### config.mk
export PLATFORM = sky130hd
export DESIGN_NAME = power_stage_ctrl
export DESIGN_NICKNAME = d
export VERILOG_FILES = /design/src/common/power_stage_pkg.sv /design/src/verilog/stage_input_module.sv /design/src/verilog/stage_output_driver.sv /design/src/verilog/power_stage_ctrl.sv
export VERILOG_INCLUDE_DIRS = /design/src /design/src/common
export SDC_FILE = /design/constraint.sdc
export NUM_CORES = 1
export LEC_CHECK = 0
export ABC_CLOCK_PERIOD_IN_PS = 10000
export BUFFER_PORTS_ARGS = -buffer_cell sky130_fd_sc_hd__buf_2
export CORE_MARGIN = 2
export CORE_UTILIZATION = 45
export CTS_BUF_LIST = sky130_fd_sc_hd__clkbuf_4
export DETAILED_ROUTE_END_ITERATION = 16
export PLACE_DENSITY_LB_ADDON = 0.12
export SYNTH_ARGS = -nofsm -noshare
export SYNTH_HDL_FRONTEND = slang
export SYNTH_SLANG_ARGS = --single-unit
### constraint.sdc
create_clock -name clk_i -period 10 [get_ports clk_i]
set_input_delay 1 -clock clk_i [delete_from_list [all_inputs] [get_ports clk_i]]
set_output_delay 1 -clock clk_i [all_outputs]
set_load 0.05 [all_outputs]
### src/common/power_stage_defines.svh
`ifndef POWER_STAGE_DEFINES_SVH
`define POWER_STAGE_DEFINES_SVH
`define DT4_EXTRA 12'h002
`define CNT_ONE 12'h001
`define CNT_RST 12'h000
`define FRAME_RST 4'h0
`define FLAG_RST 3'h0
`define FLAG_OVF 0
`define FLAG_FAULT 1
`define FLAG_CAPT 2
`define FWM_HI 15
`define FWM_LO 12
`endif

### src/common/power_stage_pkg.sv
package power_stage_pkg;
	typedef enum logic [1:0] {
		M_FOUR   = 2'h0,
		M_TWO    = 2'h1,
		M_ONE    = 2'h2,
		M_CENTER = 2'h3
	} run_mode_t;
	typedef enum logic [4:0] {
		S_STOP = 5'h01,
		S_R0   = 5'h02,
		S_R1   = 5'h04,
		S_R2   = 5'h08,
		S_R3   = 5'h10
	} ramp_state_t;
	typedef struct packed {
		logic [11:0] set_a;
		logic [11:0] reset_a;
		logic [11:0] set_b;
		logic [15:0] reset_b;
	} timing_set_t;
	typedef struct packed {
		ramp_state_t st;
		logic [11:0] cnt;
		timing_set_t act;
		run_mode_t   mode;
		logic [3:0]  frame;
		logic [11:0] capture;
		logic [2:0]  flags;
		logic        out_a;
		logic        out_b;
		logic        sync_out;
		logic        adc_sync;
		logic        em_meta;
		logic        em_sync;
		logic        fuse_hiz;
	} stage_state_t;
	typedef struct packed {
		logic pin_meta;
		logic pin_sync;
		logic cmp_meta;
		logic cmp_sync;
		logic prev;
		logic evt;
	} input_state_t;
	typedef struct packed {
		logic level;
		logic oe;
	} drive_state_t;
endpackage

### src/verilog/stage_input_module.sv
`timescale 1ns/100ps
module stage_input_module
	import power_stage_pkg::*;
(
	input  wire logic clk_i,
	input  wire logic srst_i,
	input  wire logic ce_i,
	input  wire logic pin_i,
	input  wire logic comp_i,
	input  wire logic src_sel_i,
	input  wire logic rising_i,
	output logic      active_o,
	output logic      event_o
);
	input_state_t r;
	input_state_t next_r;
	logic         lvl;

	////////////////////////////////////////////////////////////////////////////////
	// both sources are asynchronous, so each gets two flops
	always_comb begin
		next_r          = r;
		next_r.pin_meta = pin_i;
		next_r.pin_sync = r.pin_meta;
		next_r.cmp_meta = comp_i;
		next_r.cmp_sync = r.cmp_meta;
		lvl             = (src_sel_i ? r.cmp_sync : r.pin_sync) ~^ rising_i;
		next_r.prev     = lvl;
		next_r.evt      = lvl & ~r.prev;
	end

	always_ff @(posedge clk_i) begin
		if (srst_i) begin
			r <= '0;
		end else if (ce_i) begin
			r <= next_r;
		end
	end

	assign active_o = r.prev;
	assign event_o  = r.evt;
endmodule

### src/verilog/stage_output_driver.sv
`timescale 1ns/100ps
module stage_output_driver
	import power_stage_pkg::*;
(
	input  wire logic clk_i,
	input  wire logic srst_i,
	input  wire logic ce_i,
	input  wire logic level_i,
	input  wire logic active_high_i,
	input  wire logic emergency_i,
	input  wire logic hiz_i,
	output logic      out_o,
	output logic      oe_o
);
	drive_state_t r;
	drive_state_t next_r;

	always_comb begin
		next_r       = r;
		// emergency drops to inactive level whatever the polarity
		next_r.level = (level_i & ~emergency_i) ~^ active_high_i;
		next_r.oe    = ~(emergency_i & hiz_i);
	end

	always_ff @(posedge clk_i) begin
		if (srst_i) begin
			r <= '{level: 1'b0, oe: 1'b1};
		end else if (ce_i) begin
			r <= next_r;
		end
	end

	assign out_o = r.level;
	assign oe_o  = r.oe;
endmodule

### src/verilog/power_stage_ctrl.sv
`timescale 1ns/100ps
`include "power_stage_defines.svh"
module power_stage_ctrl
	import power_stage_pkg::*;
#(
	parameter bit FOUR_OUTPUTS = 1'b0
) (
	input  wire logic        clk_i,
	input  wire logic        srst_i,
	input  wire logic        ce_i,
	input  wire logic        io_tick_i,
	input  wire logic        pll_tick_i,
	input  wire logic        clk_sel_i,
	input  wire logic        run_i,
	input  wire logic        lock_i,
	input  wire timing_set_t timing_i,
	input  wire run_mode_t   mode_i,
	input  wire logic [3:0]  polarity_i,
	input  wire logic [1:0]  dup_sel_i,
	input  wire logic        matrix_en_i,
	input  wire logic [3:0]  matrix_i,
	input  wire logic        retrigger_fault_pin_i,
	input  wire logic        comparator_i,
	input  wire logic [1:0]  in_src_sel_i,
	input  wire logic [1:0]  in_rising_i,
	input  wire logic [1:0]  in_fault_mode_i,
	input  wire logic        chain_sync_in_i,
	input  wire logic        sync_slave_i,
	input  wire logic        chain_halt_in_i,
	input  wire logic        halt_follow_i,
	input  wire logic        emergency_pin_i,
	input  wire logic        fuse_hiz_i,
	input  wire logic [2:0]  flag_clr_i,
	input  wire logic [2:0]  irq_en_i,
	output logic             stage_out_a_o,
	output logic             stage_out_a_oe_o,
	output logic             stage_out_b_o,
	output logic             stage_out_b_oe_o,
	output logic             stage_out_dup_first_o,
	output logic             stage_out_dup_first_oe_o,
	output logic             stage_out_dup_second_o,
	output logic             stage_out_dup_second_oe_o,
	output logic [11:0]      retrigger_capture_value_o,
	output logic [2:0]       flags_o,
	output logic             stage_irq_o,
	output logic             adc_sync_out_o,
	output logic             chain_sync_out_o,
	output logic             chain_halt_out_o
);
	stage_state_t r;
	stage_state_t next_r;
	logic         tick;
	logic         adv;
	logic         running;
	logic         halt;
	logic         start_ok;
	logic [1:0]   in_act;
	logic [1:0]   in_evt;
	logic         restart;
	logic         fault_ev;
	logic         fault_lvl;
	logic [11:0]  lim;
	logic [11:0]  lim_e;
	logic         last;
	logic         down;
	ramp_state_t  nxt;
	logic [3:0]   fwm_d;
	logic         ext;
	logic         at_top;
	logic         cyc_end;
	logic         load_ok;
	logic         raw_a;
	logic         raw_b;
	logic         sub_b;
	logic [3:0]   lvl;
	logic [3:0]   pin_out;
	logic [3:0]   pin_oe;

	////////////////////////////////////////////////////////////////////////////////
	// stage clock is a tick on clk_i chosen from either source
	assign tick     = clk_sel_i ? pll_tick_i : io_tick_i;
	assign adv      = ce_i & tick;
	assign running  = (r.st != S_STOP);
	assign halt     = halt_follow_i & chain_halt_in_i;
	assign start_ok = run_i & ~halt & (~sync_slave_i | chain_sync_in_i);

	////////////////////////////////////////////////////////////////////////////////
	// one input module per part
	stage_input_module u_in_a (
		.clk_i     (clk_i),
		.srst_i    (srst_i),
		.ce_i      (ce_i),
		.pin_i     (retrigger_fault_pin_i),
		.comp_i    (comparator_i),
		.src_sel_i (in_src_sel_i[0]),
		.rising_i  (in_rising_i[0]),
		.active_o  (in_act[0]),
		.event_o   (in_evt[0])
	);

	stage_input_module u_in_b (
		.clk_i     (clk_i),
		.srst_i    (srst_i),
		.ce_i      (ce_i),
		.pin_i     (retrigger_fault_pin_i),
		.comp_i    (comparator_i),
		.src_sel_i (in_src_sel_i[1]),
		.rising_i  (in_rising_i[1]),
		.active_o  (in_act[1]),
		.event_o   (in_evt[1])
	);

	assign restart   = running & |(in_evt & ~in_fault_mode_i);
	assign fault_ev  = |(in_evt & in_fault_mode_i);
	// any part's fault blanks both outputs: a half bridge must not keep one leg
	assign fault_lvl = |(in_act & in_fault_mode_i);

	////////////////////////////////////////////////////////////////////////////////
	// ramp limits per running mode
	always_comb begin
		lim  = r.act.reset_b[11:0];
		last = 1'b1;
		nxt  = S_STOP;
		down = 1'b0;
		case (r.mode)
			M_FOUR: begin
				case (r.st)
					S_R0: begin
						lim  = r.act.set_a + `DT4_EXTRA - `CNT_ONE;
						last = 1'b0;
						nxt  = (r.act.reset_a == `CNT_RST) ? S_R2 : S_R1;
					end
					S_R1: begin
						lim  = r.act.reset_a - `CNT_ONE;
						last = 1'b0;
						nxt  = S_R2;
					end
					S_R2: begin
						lim  = r.act.set_b + `DT4_EXTRA - `CNT_ONE;
						last = (r.act.reset_b[11:0] == `CNT_RST);
						nxt  = S_R3;
					end
					default: begin
						lim = r.act.reset_b[11:0] - `CNT_ONE;
					end
				endcase
			end
			M_TWO: begin
				if (r.st == S_R0) begin
					lim  = r.act.reset_a;
					last = 1'b0;
					nxt  = S_R1;
				end
			end
			M_CENTER: begin
				last = (r.st == S_R1);
				nxt  = S_R1;
				down = (r.st == S_R1);
			end
			default: begin
				lim = r.act.reset_b[11:0];
			end
		endcase
	end

	////////////////////////////////////////////////////////////////////////////////
	// flank width modulation: bit reversed frame index spreads the long cycles
	assign fwm_d   = r.act.reset_b[`FWM_HI:`FWM_LO];
	assign ext     = ({r.frame[0], r.frame[1], r.frame[2], r.frame[3]} < fwm_d) &
	                 (r.mode != M_CENTER);
	assign lim_e   = lim + {11'h000, last & ext};
	assign at_top  = (r.cnt == lim_e);
	// cycle ends only when the last ramp ends, sub-cycle B in every mode but M_ONE
	assign cyc_end = running & adv & ~restart &
	                 (down ? (r.cnt == `CNT_RST) : (at_top & last));
	assign load_ok = (~running | cyc_end) & ~lock_i;

	////////////////////////////////////////////////////////////////////////////////
	// raw output levels per mode
	always_comb begin
		raw_a = 1'b0;
		raw_b = 1'b0;
		sub_b = 1'b0;
		case (r.mode)
			M_FOUR: begin
				raw_a = (r.st == S_R1);
				raw_b = (r.st == S_R3);
				sub_b = (r.st == S_R2) | (r.st == S_R3);
			end
			M_TWO: begin
				raw_a = (r.st == S_R0) & (r.cnt > r.act.set_a);
				raw_b = (r.st == S_R1) & (r.cnt > r.act.set_b);
				sub_b = (r.st == S_R1);
			end
			M_ONE: begin
				raw_a = (r.cnt > r.act.set_a) & (r.cnt <= r.act.reset_a);
				raw_b = (r.cnt > r.act.set_b);
			end
			M_CENTER: begin
				raw_a = (r.cnt < r.act.set_a);
				raw_b = (r.cnt >= r.act.set_b);
				sub_b = (r.st == S_R1);
			end
			default: begin
				raw_a = 1'b0;
			end
		endcase
	end

	////////////////////////////////////////////////////////////////////////////////
	// state update
	always_comb begin
		next_r          = r;
		next_r.sync_out = 1'b0;
		next_r.adc_sync = 1'b0;
		next_r.em_meta  = emergency_pin_i;
		next_r.em_sync  = r.em_meta;
		if (load_ok) begin
			next_r.act  = timing_i;
			next_r.mode = mode_i;
		end
		case (r.st)
			S_STOP: begin
				if (start_ok) begin
					next_r.st       = S_R0;
					next_r.cnt      = `CNT_RST;
					next_r.sync_out = 1'b1;
				end
			end
			S_R0, S_R1, S_R2, S_R3: begin
				if (restart) begin
					next_r.st      = S_R0;
					next_r.cnt     = `CNT_RST;
					next_r.capture = r.cnt;
				end else if (cyc_end) begin
					next_r.frame    = r.frame + 4'h1;
					next_r.cnt      = `CNT_RST;
					next_r.st       = (run_i & ~halt) ? S_R0 : S_STOP;
					next_r.sync_out = run_i & ~halt;
				end else if (adv) begin
					if (down) begin
						next_r.cnt = r.cnt - `CNT_ONE;
					end else if (!at_top) begin
						next_r.cnt = r.cnt + `CNT_ONE;
					end else begin
						next_r.st  = nxt;
						// center keeps the top value for the down ramp
						next_r.cnt = down | (r.mode == M_CENTER) ? r.cnt : `CNT_RST;
					end
				end
				next_r.adc_sync = adv & (r.st == S_R0) & (r.cnt == r.act.reset_a);
			end
			default: begin
				next_r.st = S_STOP;
			end
		endcase
		// a set in the same cycle as its clear wins
		next_r.flags                 = r.flags & ~flag_clr_i;
		next_r.flags[`FLAG_OVF]      = next_r.flags[`FLAG_OVF] | cyc_end;
		next_r.flags[`FLAG_FAULT]    = next_r.flags[`FLAG_FAULT] | fault_ev;
		next_r.flags[`FLAG_CAPT]     = next_r.flags[`FLAG_CAPT] | restart;
		next_r.out_a = running & ~fault_lvl &
		               ((FOUR_OUTPUTS & matrix_en_i) ? matrix_i[{sub_b, 1'b0}] : raw_a);
		next_r.out_b = running & ~fault_lvl &
		               ((FOUR_OUTPUTS & matrix_en_i) ? matrix_i[{sub_b, 1'b1}] : raw_b);
	end

	always_ff @(posedge clk_i) begin
		if (srst_i) begin
			r          <= '0;
			r.st       <= S_STOP;
			r.mode     <= M_FOUR;
			r.fuse_hiz <= fuse_hiz_i;
		end else if (ce_i) begin
			r <= next_r;
		end
	end

	////////////////////////////////////////////////////////////////////////////////
	// output stage
	assign lvl[0] = r.out_a;
	assign lvl[1] = r.out_b;
	assign lvl[2] = dup_sel_i[0] ? r.out_b : r.out_a;
	assign lvl[3] = dup_sel_i[1] ? r.out_b : r.out_a;

	for (genvar gi = 0; gi < 4; gi++) begin : g_drv
		stage_output_driver u_drv (
			.clk_i         (clk_i),
			.srst_i        (srst_i),
			.ce_i          (ce_i),
			.level_i       (lvl[gi]),
			.active_high_i (polarity_i[gi]),
			.emergency_i   (r.em_sync),
			.hiz_i         (r.fuse_hiz),
			.out_o         (pin_out[gi]),
			.oe_o          (pin_oe[gi])
		);
	end

	// smaller instances leave the duplicate pins undriven
	assign stage_out_a_o             = pin_out[0];
	assign stage_out_a_oe_o          = pin_oe[0];
	assign stage_out_b_o             = pin_out[1];
	assign stage_out_b_oe_o          = pin_oe[1];
	assign stage_out_dup_first_o     = pin_out[2];
	assign stage_out_dup_first_oe_o  = pin_oe[2] & FOUR_OUTPUTS;
	assign stage_out_dup_second_o    = pin_out[3];
	assign stage_out_dup_second_oe_o = pin_oe[3] & FOUR_OUTPUTS;

	assign retrigger_capture_value_o = r.capture;
	assign flags_o                   = r.flags;
	assign stage_irq_o               = |(r.flags & irq_en_i);
	assign adc_sync_out_o            = r.adc_sync;
	assign chain_sync_out_o          = r.sync_out;
	assign chain_halt_out_o          = ~running;
endmodule

==> flow_metrics.env, run 1 <==
export IMPL_timing_critical_path_slowest_cell_delay_ns=0.65
export IMPL_warnings_from_yosys=0
export IMPL_synth_top_cell_area_share_pct=26.8
export IMPL_antenna_found_initial=1
export IMPL_sequential_cell_area_sq_um=2210
export IMPL_nNetsFinal=1218
export IMPL_path_buf_inv=0
export IMPL_preCtsSetupSlack_ns=4.20
export IMPL_clockBufferDepth=2
export IMPL_totalNegativeSetupSlack_ns=0
export IMPL_switchingPower_mw=0.468
export IMPL_period_share_pct=58.9
export IMPL_synth_area_per_cell_sq_um=8.05
export IMPL_syn_instance_count=1012
export IMPL_power_clock_fraction_pct=20.1
export IMPL_max_slew_worst_pin_slew_ns=1.11
export IMPL_cts_max_level=3
export IMPL_antenna_violating_nets_post_route=0
export IMPL_route_detailed_drc=0
export IMPL_synth_top_cells_by_area="sky130_fd_sc_hd__dfxtp_1 27%, sky130_fd_sc_hd__mux2i_1 11%, sky130_fd_sc_hd__ha_1 8.0%, sky130_fd_sc_hd__nor2_1 5.8%, sky130_fd_sc_hd__xnor2_1 4.2%"
export IMPL_drt_iter0_markers=707
export IMPL_power_density_nw_per_um2=135
export IMPL_ctsHoldBuffers=0
export IMPL_cpMaxStageDelayCell="sky130_fd_sc_hd__or3_1"
export IMPL_yosys_area_share_xor_xnor_pct=4.84
export IMPL_netSwitchingFraction_pct=39.3
export IMPL_gp_congestion=0.990
export IMPL_hold_violations=0
export IMPL_netlist_top_cell_by_area="sky130_fd_sc_hd__dfxtp_1"
export IMPL_detailed_place_hpwl_um=17800
export IMPL_placement_io_buffers=112
export IMPL_grt_setup_unrepaired="false"
export IMPL_die_area_sq_um=19200
export IMPL_crit_top_cell="sky130_fd_sc_hd__or3_1"
export IMPL_power_ir_vdd_worst_uv=61.2
export IMPL_routed_via_count=7655
export IMPL_slew_headroom_pct=26.2
export IMPL_synth_ff_type="sky130_fd_sc_hd__dfxtp_1"
export IMPL_run_status="finished clean"
export IMPL_dp_cells=1291
export IMPL_cts_repair_resized=0
export IMPL_synth_edf_count=1
export IMPL_finalSetupViolations=0
export IMPL_finalInstanceArea_sq_um=8830
export IMPL_final_setup_skew_ns=0.0263
export IMPL_synth_lib_cells_used_distinct=88
export IMPL_critical_setup_path_kind="reg -> reg"
export IMPL_drive_above_1_share_pct=15.1
export IMPL_footprint_of_the_multi_input_gates_sq_um=5330
export IMPL_die_y_um=139
export IMPL_clock_transition_at_the_registers_of_the_reported_paths_ns=0.18
export IMPL_combinational_family_with_the_most_area_after_synthesis="simple AND/OR/NAND/NOR gates"
export IMPL_floorplan_rows=49
export IMPL_root_buffer_cell="sky130_fd_sc_hd__clkbuf_4"
export IMPL_cap_violations=0
export IMPL_tritoncts_clock_tree="yes"
export IMPL_synth_simple_gate_area_share_pct=23.3
export IMPL_fmax_mhz=170
export IMPL_p_leak_nw=3.74
export IMPL_min_period_ns=5.89
export IMPL_proportion_of_power_drawn_by_combinational_gates_pct=37.9
export IMPL_pwr_share_seq_pct=42.1
export IMPL_synth_adder_area_share_pct=7.98
export IMPL_path_cells="or3_1 -> nor2_1 -> mux2i_1 -> ha_1 -> nor3b_1 -> xnor2_1 -> o22ai_1 -> o21ai_1 -> a221oi_2 -> nand2_1 -> or3_1 -> o21a_1 -> nor4_1 -> a21oi_2 -> o31a_1 -> a2bb2o_1"
export IMPL_timing_critical_path_fanout_max=25
export IMPL_viasPerCell=5.86
export IMPL_cts_buffers_inserted=9
export IMPL_start_util_pct=45.7
export IMPL_finalMaxSlewViolations=0
export IMPL_grt_first_pass_wirelength_um=37700
export IMPL_synth_mux_area_share_pct=11.6
export IMPL_drt_first_pass_iters=6
export IMPL_crit_family="simple AND/OR/NAND/NOR gates"
export IMPL_clkLatencyLatePin_ns=0.50
export IMPL_number_of_clock_sinks=110
export IMPL_worst_ep_required_time_ns=10.42
export IMPL_layout_setup_ws_ns=4.11
export IMPL_finish_cell_count_without_fillers=1307
export IMPL_postPlaceCellArea_sq_um=8690
export IMPL_cellInternalPower_mw=0.721
export IMPL_die_width_um=139
export IMPL_largest_net_degree_at_the_start_of_global_routing=60
export IMPL_post_synth_instance_area_sq_um=8150
export IMPL_cts_repair_timing_setup_buffer_count=0
export IMPL_grt_overflow_total=0
export IMPL_synth_seq_area_share_pct=27.1
export IMPL_cp_end_kind="flop"
export IMPL_final_common_cell="sky130_fd_sc_hd__nor2_1"
export IMPL_synth_seq_cells=110
export IMPL_timing_critical_path_arrival_ns=6.31
export IMPL_compound_gate_portion_of_the_synthesized_area_pct=17.4
export IMPL_post_drt_wl_per_cell_um=18.2
export IMPL_num_fill_cells=1831
export IMPL_gr_usage_all_layers_pct=24.3
export IMPL_final_cell_mix="125 x sky130_fd_sc_hd__nor2_1, 111 x sky130_fd_sc_hd__buf_2, 109 x sky130_fd_sc_hd__dfxtp_1"
export IMPL_coreArea_sq_um=17800
export IMPL_route_final_wire_length_um=23800
export IMPL_syn2layout_area_growth_pct=8.38
export IMPL_hp_class="reg -> reg"
export IMPL_top_level_ports=120
export IMPL_grt_pass1_vias=6995
export IMPL_async_flop_share_pct=0
export IMPL_critPathLaunchType="flop"
cell type report:
type | count | area share, %
repair buffers | 122 | 7.22
inverters | 60 | 2.55
flip-flops and latches | 110 | 25.0
well taps | 229 | 3.24
diodes | 1 | 0.0283
clock inverters | 6 | 0.765
multi-input cells | 770 | 60.4
clock buffers | 9 | 0.765
final timing paths:
| path | startpoint | end | slack, ns | cells after the start |
|---|---|---|---|---|
| worst max-delay path | r[95]$_SDFFE_PP0P_ | r[96]$_SDFFE_PP0P_ | 4.11 | 16 |
| worst min-delay path | adc_sync_out_o$_SDFFE_PP0P_ | adc_sync_out_o$_SDFFE_PP0P_ | 0.48 | 2 |
| worst max register to register | r[95]$_SDFFE_PP0P_ | r[96]$_SDFFE_PP0P_ | 4.11 | 16 |
| worst min register to register | adc_sync_out_o$_SDFFE_PP0P_ | adc_sync_out_o$_SDFFE_PP0P_ | 0.48 | 2 |
worst min-delay path: stages (launching register included):
cell	delay, ns
sky130_fd_sc_hd__dfxtp_1	0.34
sky130_fd_sc_hd__nand2_1	0.06
sky130_fd_sc_hd__a21oi_1	0.05
state kept, by name, summed over array words and instances, names as in the netlist:
name and flops:
u_in_a.r 1, fwm_d 4, flags_o 3, lvl 2
g_drv.u_drv.oe_o 1, u_in_b.next_r 2, r 72, next_r 2
u_in_b.r 1, u_in_a.event_o 1, u_in_b.event_o 1, retrigger_capture_value_o 12
g_drv.u_drv.out_o 4, chain_sync_out_o 1, adc_sync_out_o 1, u_in_b.active_o 1
u_in_a.active_o 1
synth_stat cells, types with 10 or more instances:
| cell type | instances |
|---|---|
| sky130_fd_sc_hd__nor3_1 | 39 |
| sky130_fd_sc_hd__or3_1 | 14 |
| sky130_fd_sc_hd__nand4_1 | 17 |
| sky130_fd_sc_hd__or4_1 | 11 |
| sky130_fd_sc_hd__o22ai_1 | 10 |
| sky130_fd_sc_hd__o211ai_1 | 12 |
| sky130_fd_sc_hd__o21ai_0 | 25 |
| sky130_fd_sc_hd__xnor2_1 | 39 |
| sky130_fd_sc_hd__buf_4 | 20 |
| sky130_fd_sc_hd__ha_1 | 52 |
| sky130_fd_sc_hd__clkbuf_1 | 39 |
| sky130_fd_sc_hd__nand3_1 | 25 |
| sky130_fd_sc_hd__nor4_1 | 10 |
| sky130_fd_sc_hd__nand2_1 | 75 |
| sky130_fd_sc_hd__mux2i_1 | 88 |
| sky130_fd_sc_hd__nor2b_1 | 18 |
| sky130_fd_sc_hd__a211oi_1 | 16 |
| sky130_fd_sc_hd__nor2_1 | 125 |
| sky130_fd_sc_hd__a21oi_1 | 39 |
| sky130_fd_sc_hd__inv_1 | 58 |
| sky130_fd_sc_hd__dfxtp_1 | 109 |
| sky130_fd_sc_hd__a31oi_1 | 10 |
metal layers:
metal | vias to the layer above | wire length, um | part of all wire, % | global-route usage [%]
li1 | 3776 | - | - | -
met1 | 3571 | 11000 | 46 | 34.0
met2 | 263 | 10600 | 45 | 39.0
met3 | 45 | 1660 | 7.0 | 3.80
met4 | 0 | 505 | 2.1 | 6.61
met5 | - | 0 | 0 | 0
power groups by stage:
stage               Sequential [mW]  Clock, mW  Combinational, mW
floorplan                     0.498          0              0.343
CTS                           0.499      0.248              0.444
global placement              0.509          0              0.440
global route                  0.504      0.262              0.493
detailed placement            0.509          0              0.440
finish                        0.500      0.239              0.450
metrics by stage:
step	power, mW	util [%]	hold slack (ns)
after floorplan	0.840	-	0.449
final	1.19	49.5	0.475
after CTS	1.19	49.5	0.479
after detailed placement	0.949	48.7	0.458
after global placement	0.949	48.7	0.450
after global routing	1.26	49.5	0.518
cell families (layout without fill, tap and decap cells):
| kind of cell | count (synthesis) | after routing |
|---|---|---|
| AO/OA/AOI/OAI | 198 | 198 |
| XOR/XNOR | 45 | 45 |
| adder cells (fa/ha/maj) | 52 | 52 |
| buffers and inverters | 133 | 197 |
| flip-flops | 110 | 110 |
| multiplexers | 94 | 94 |
| other | 1 | 3 |
| AND/OR/NAND/NOR | 379 | 379 |
Power figures use the tool's default switching activity.
==> run 2, diff against run 1 <==
ABC_CLOCK_PERIOD_IN_PS = 5450   (was 10000)
clock period = 5.45 ns   (was 10 ns; I/O delays follow)
==> run 2 against run 1 <==
Against the previous run: die area did not move; clock power rose by 85%; combinational power rose by 92%; flip-flop and latch count did not move; hold slack got worse by 0.25 ns; worst setup slack got worse by 3.8 ns; clock-buffer cell count rose by 1; power rose by 86%; non-clock buffer count rose by 18.
==> flow_metrics.env, run 2 (synthesis results as in run 1) <==
export IMPL_drt_iter0_markers=568
export IMPL_antenna_violating_nets_post_route=0
export IMPL_timing_hold_worst_start="fuse_hiz_i"
export IMPL_top_level_ports=120
export IMPL_cts_repair_timing_setup_buffer_count=0
export IMPL_dp_cells=1309
export IMPL_gp_congestion=0.989
export IMPL_p_leak_nw=3.84
export IMPL_register_containing_the_most_flip_flops_in_the_final_layout="r"
export IMPL_detailed_place_hpwl_um=18400
export IMPL_utilization_after_layout_pct=50.4
export IMPL_period_share_pct=93.9
export IMPL_hold_path_depth=1
export IMPL_setup_reg_to_reg_worst_slack_ns=0.33
export IMPL_largest_net_degree_at_the_start_of_global_routing=61
export IMPL_die_area_sq_um=19200
export IMPL_coreArea_sq_um=17800
export IMPL_layout_setup_ws_ns=0.330
export IMPL_drive_above_1_share_pct=16.8
export IMPL_sequential_cell_area_sq_um=2210
export IMPL_timing_rr_end="r[82]$_SDFFE_PP0P_"
export IMPL_min_to="next_r[0]$_DFFE_PP_"
export IMPL_gr_usage_all_layers_pct=24.7
export IMPL_cap_violations=0
export IMPL_final_common_cell="sky130_fd_sc_hd__nor2_1"
export IMPL_critPathLaunchType="flop"
export IMPL_clock_transition_at_the_registers_of_the_reported_paths_ns=0.19
export IMPL_cellInternalPower_mw=1.35
export IMPL_reg2reg_path_depth=17
export IMPL_finish_cell_count_without_fillers=1326
export IMPL_final_cell_mix="125 x sky130_fd_sc_hd__nor2_1, 111 x sky130_fd_sc_hd__buf_2, 109 x sky130_fd_sc_hd__dfxtp_1"
export IMPL_timing_critical_path_arrival_ns=5.51
export IMPL_grt_first_pass_wirelength_um=38200
export IMPL_max_slew_worst_pin_slew_ns=1.02
export IMPL_nNetsFinal=1236
export IMPL_cts_buffers_inserted=9
export IMPL_power_density_nw_per_um2=246
export IMPL_die_y_um=139
export IMPL_num_fill_cells=1750
export IMPL_start_util_pct=45.7
export IMPL_floorplan_rows=49
export IMPL_viasPerCell=5.80
export IMPL_fmax_mhz=195
export IMPL_cp_end_kind="flop"
export IMPL_switchingPower_mw=0.859
export IMPL_pwr_share_seq_pct=41.1
export IMPL_grt_pass1_vias=7163
export IMPL_min_period_ns=5.12
export IMPL_largest_reg_flops=72
export IMPL_grt_overflow_total=0
export IMPL_die_width_um=139
export IMPL_placement_io_buffers=112
export IMPL_number_of_clock_sinks=110
export IMPL_preCtsSetupSlack_ns=0.331
export IMPL_finalMaxSlewViolations=0
export IMPL_clkLatencyLatePin_ns=0.50
export IMPL_clockBufferDepth=2
export IMPL_r2r_start="r[96]$_SDFFE_PP0P_"
export IMPL_root_buffer_cell="sky130_fd_sc_hd__clkbuf_4"
export IMPL_design_power_total_mw=2.21
export IMPL_critical_setup_path_kind="reg -> reg"
export IMPL_drt_first_pass_iters=7
export IMPL_power_clock_fraction_pct=20.0
export IMPL_holdWs_ns=0.226
export IMPL_footprint_of_the_multi_input_gates_sq_um=5340
export IMPL_route_final_wire_length_um=24300
export IMPL_run_status="finished clean"
export IMPL_grt_setup_unrepaired="false"
export IMPL_proportion_of_power_drawn_by_combinational_gates_pct=38.9
export IMPL_cts_max_level=3
export IMPL_postPlaceCellArea_sq_um=8840
export IMPL_hp_class="in -> reg"
export IMPL_totalNegativeSetupSlack_ns=0
export IMPL_worst_ep_required_time_ns=5.84
export IMPL_post_drt_wl_per_cell_um=18.3
export IMPL_syn2layout_area_growth_pct=10.3
export IMPL_netSwitchingFraction_pct=38.8
export IMPL_routed_via_count=7685
export IMPL_finalSetupViolations=0
export IMPL_timing_critical_path_fanout_max=15
export IMPL_tritoncts_clock_tree="yes"
export IMPL_power_ir_vdd_worst_uv=132
export IMPL_hold_violations=0
export IMPL_slew_headroom_pct=30.9
export IMPL_final_setup_skew_ns=0.0259
export IMPL_finalInstanceArea_sq_um=8990
export IMPL_antenna_found_initial=2
export IMPL_route_detailed_drc=0
run 2: cell types whose count changed in the layout (fill, tap and decap cells not counted), sizes merged:
cell      previous run  this run
buf                122       140
clkbuf               9        10
clkinvlp             1         2
inv                 61        60
run 2: how the worst max path moves through the flow:
stage	from	endpoint	slack, ns	cells past startpoint
floorplan	r[95]$_SDFFE_PP0P_	r[89]$_SDFFE_PP0P_	0.34	21
global placement	r[94]$_SDFFE_PP0P_	r[24]$_SDFFE_PP0P_	0.33	16
finish	r[96]$_SDFFE_PP0P_	r[82]$_SDFFE_PP0P_	0.33	17
global route	r[96]$_SDFFE_PP0P_	r[82]$_SDFFE_PP0P_	0.05	17
detailed placement	r[94]$_SDFFE_PP0P_	r[24]$_SDFFE_PP0P_	0.33	16
CTS	r[94]$_SDFFE_PP0P_	r[82]$_SDFFE_PP0P_	0.27	17
run 2: layout make-up:
class	instances	share of cell area, %
inverter	60	2.50
clock inverter	6	0.779
tap	229	3.19
antenna	1	0.0278
clock buffer	10	0.835
multi-input combinational	770	59.3
timing repair buffer	140	8.74
sequential	110	24.6
run 2: power groups by stage:
stage | clock, mW | combinational [mW] | sequential, mW
finish | 0.442 | 0.862 | 0.910
global route | 0.486 | 0.945 | 0.918
CTS | 0.464 | 0.852 | 0.909
detailed placement | 0 | 0.846 | 0.927
global placement | 0 | 0.843 | 0.925
floorplan | 0 | 0.629 | 0.913
run 2: repair_timing:
| action | 4_1_cts | 5_1_grt |
|---|---|---|
| endpoints found under the setup margin | 0 | 31 |
| resized for setup | 0 | 1 |
| hold buffers | 0 | 0 |
run 2: routing by layer:
layer	global-route usage (%)	routed length (um)	up-vias	part of all wire, %
met5	0	0	-	0
met4	7.52	510	0	2.1
met3	5.18	1640	46	6.8
met2	40.4	11000	236	45
met1	33.0	11100	3604	46
li1	-	-	3799	-
run 2: critical path, cell delays in order, from the launching register on:
cell and delay (ns):
sky130_fd_sc_hd__dfxtp_1 0.44, sky130_fd_sc_hd__or3_1 0.39, sky130_fd_sc_hd__nor2_1 0.22, sky130_fd_sc_hd__mux2i_1 0.33
sky130_fd_sc_hd__ha_1 0.43, sky130_fd_sc_hd__nand2b_1 0.19, sky130_fd_sc_hd__nor4b_1 0.37, sky130_fd_sc_hd__xnor2_1 0.17
sky130_fd_sc_hd__o22a_1 0.16, sky130_fd_sc_hd__o311ai_1 0.29, sky130_fd_sc_hd__xnor2_1 0.23, sky130_fd_sc_hd__a311oi_2 0.30
sky130_fd_sc_hd__a211oi_2 0.10, sky130_fd_sc_hd__or4_1 0.55, sky130_fd_sc_hd__a211oi_2 0.31, sky130_fd_sc_hd__buf_4 0.27
sky130_fd_sc_hd__a211oi_1 0.08, sky130_fd_sc_hd__o32ai_1 0.16
==> run 3, diff against run 2 <==
--- a/config.mk
+++ b/config.mk
@@ -15,2 +15,3 @@
 export PLACE_DENSITY_LB_ADDON = 0.12
+export SETUP_SLACK_MARGIN = 0.3
 export SYNTH_ARGS = -nofsm -noshare
--- a/constraint.sdc
+++ b/constraint.sdc
@@ -3,2 +3,2 @@
 set_output_delay 0.545 -clock clk_i [all_outputs]
-set_load 0.05 [all_outputs]
+set_load 0.01 [all_outputs]
==> run 3 against run 2 <==
Against the previous run: via count fell by 0.34%; wire length rose by 0.43%; sequential power barely moved; clock-buffer cell count did not move; die area did not move; register-to-register slack improved by 0.18 ns; power fell by 0.65%; largest cell class unchanged.
==> flow_metrics.env, run 3 (synthesis results as in run 1) <==
export IMPL_antenna_violating_nets_post_route=0
export IMPL_period_share_pct=90.6
export IMPL_gp_congestion=0.989
export IMPL_coreArea_sq_um=17800
export IMPL_viasPerCell=5.77
export IMPL_cap_violations=0
export IMPL_syn2layout_area_growth_pct=10.7
export IMPL_hp_class="in -> reg"
export IMPL_final_setup_skew_ns=0.0292
export IMPL_min_period_ns=4.94
export IMPL_critPathLaunchType="flop"
export IMPL_timing_critical_path_fanout_max=15
export IMPL_drive_above_1_share_pct=17.2
export IMPL_timing_critical_path_slowest_cell_delay_ns=0.52
export IMPL_ctsHoldBuffers=0
export IMPL_root_buffer_cell="sky130_fd_sc_hd__clkbuf_4"
export IMPL_finalMaxSlewViolations=0
export IMPL_drt_iter0_markers=524
export IMPL_clkLatencyLatePin_ns=0.50
export IMPL_detailed_place_hpwl_um=18400
export IMPL_worst_ep_required_time_ns=5.85
export IMPL_totalNegativeSetupSlack_ns=0
export IMPL_gr_usage_all_layers_pct=24.7
export IMPL_cts_buffers_inserted=9
export IMPL_drt_first_pass_iters=7
export IMPL_route_detailed_drc=0
export IMPL_start_util_pct=45.7
export IMPL_clockBufferDepth=2
export IMPL_fmax_mhz=203
export IMPL_slew_headroom_pct=29.2
export IMPL_route_final_wire_length_um=24400
export IMPL_cp_end_kind="flop"
export IMPL_grt_overflow_total=0
export IMPL_final_cell_mix="124 x sky130_fd_sc_hd__nor2_1, 111 x sky130_fd_sc_hd__buf_2, 109 x sky130_fd_sc_hd__dfxtp_1"
export IMPL_nNetsFinal=1237
export IMPL_power_density_nw_per_um2=244
export IMPL_final_common_cell="sky130_fd_sc_hd__nor2_1"
export IMPL_p_leak_nw=3.85
export IMPL_timing_critical_path_arrival_ns=5.33
export IMPL_utilization_after_layout_pct=50.6
export IMPL_die_area_sq_um=19200
export IMPL_floorplan_rows=49
export IMPL_cpMaxStageDelayCell="sky130_fd_sc_hd__a211oi_1"
export IMPL_largest_reg_flops=72
export IMPL_routed_via_count=7659
export IMPL_tritoncts_clock_tree="yes"
export IMPL_grt_setup_unrepaired="false"
export IMPL_num_fill_cells=1749
export IMPL_largest_net_degree_at_the_start_of_global_routing=61
export IMPL_register_containing_the_most_flip_flops_in_the_final_layout="r"
export IMPL_die_width_um=139
export IMPL_die_y_um=139
export IMPL_run_status="finished clean"
export IMPL_placement_io_buffers=112
export IMPL_hold_violations=0
export IMPL_clock_transition_at_the_registers_of_the_reported_paths_ns=0.19
export IMPL_cts_max_level=3
export IMPL_antenna_found_initial=2
export IMPL_number_of_clock_sinks=110
export IMPL_grt_first_pass_wirelength_um=38200
export IMPL_max_slew_worst_pin_slew_ns=1.04
export IMPL_grt_pass1_vias=7163
export IMPL_path_cells="nor2b_2 -> nand2_2 -> nand3_1 -> a21oi_1 -> a211oi_1 -> a2111oi_0 -> ha_1 -> ha_1 -> inv_1 -> a21oi_1 -> a221o_1 -> a211o_1 -> or4_1 -> a211oi_2 -> buf_4 -> a211oi_1 -> o32ai_1"
export IMPL_critical_setup_path_kind="reg -> reg"
export IMPL_power_ir_vdd_worst_uv=131
export IMPL_finalSetupViolations=0
export IMPL_top_level_ports=120
export IMPL_post_drt_wl_per_cell_um=18.4
-- run 3: changes by cell type in the layout (fill, tap and decap cells not counted) --
cell                        before  now
sky130_fd_sc_hd__mux2i_1        88   87
sky130_fd_sc_hd__nand2_1        75   74
sky130_fd_sc_hd__a2111oi_0       2    1
sky130_fd_sc_hd__nor2_1        125  124
sky130_fd_sc_hd__buf_4          28   29
sky130_fd_sc_hd__ha_4            0    1
sky130_fd_sc_hd__nor2_2          1    2
sky130_fd_sc_hd__ha_1           52   51
sky130_fd_sc_hd__a2111oi_1       0    1
sky130_fd_sc_hd__mux2i_2         0    1
sky130_fd_sc_hd__nand2_2         0    1
-- run 3: layout make-up --
type / instances / area [sq um] / share of cell area, %
inverters: 60 / 225 / 2.50
clock buffers: 10 / 75.1 / 0.832
flip-flops and latches: 110 / 2210 / 24.5
diodes: 1 / 2.50 / 0.0277
multi-input cells: 770 / 5360 / 59.4
well taps: 229 / 287 / 3.18
clock inverters: 6 / 70.1 / 0.777
repair buffers: 141 / 793 / 8.79
-- run 3: power breakdown --
| group | leakage (nW) | switching, mW | internal (mW) |
|---|---|---|---|
| Sequential | 0.896 | 0.0610 | 0.850 |
| Clock | 0.0749 | 0.293 | 0.149 |
| Combinational | 2.88 | 0.487 | 0.359 |
| Total | 3.85 | 0.841 | 1.36 |
-- run 3: what timing repair did --
action,CTS,global route
cloned,0,0
pin swaps,0,1
buffers inserted,0,1
setup endpoints to repair,7,73
gates resized for setup,1,6
-- run 3: final timing paths --
| path | from | endpoint | slack (ns) | cells after the start |
|---|---|---|---|---|
| worst min-delay path | fuse_hiz_i | next_r[0]$_DFFE_PP_ | 0.22 | 1 |
| worst min register to register | adc_sync_out_o$_SDFFE_PP0P_ | adc_sync_out_o$_SDFFE_PP0P_ | 0.47 | 2 |
| worst max-delay path | r[94]$_SDFFE_PP0P_ | r[82]$_SDFFE_PP0P_ | 0.51 | 17 |
| worst max register to register | r[94]$_SDFFE_PP0P_ | r[82]$_SDFFE_PP0P_ | 0.51 | 17 |
-- run 3: through the flow --
step	instance area (sq um)	worst slack [ns]	std cells	hold WS, ns	total power, mW
after floorplan	8150	0.336	1013	0.449	1.52
after global placement	8840	0.328	1309	0.453	1.75
after detailed placement	8840	0.331	1309	0.455	1.75
after CTS	8990	0.380	1325	0.190	2.20
after global routing	9020	0.312	1327	0.182	2.33
final	9020	0.512	1327	0.222	2.20
-- run 3: routing by layer --
layer	track usage (%)	up-vias	wire length, um
met5	0	-	10
met4	7.52	2	531
met3	5.18	48	1650
met2	40.4	236	11000
met1	33.0	3578	11100
li1	-	3795	-
-- run 3: worst max-delay path: cells and delay by family (launching register included) --
| kind | cells | cell delay, ns |
|---|---|---|
| AO/OA/AOI/OAI | 9 | 2.16 |
| adder cells (fa/ha/maj) | 2 | 0.50 |
| AND/OR/NAND/NOR | 4 | 1.24 |
| buffers and inverters | 2 | 0.42 |
| flip-flops | 1 | 0.50 |
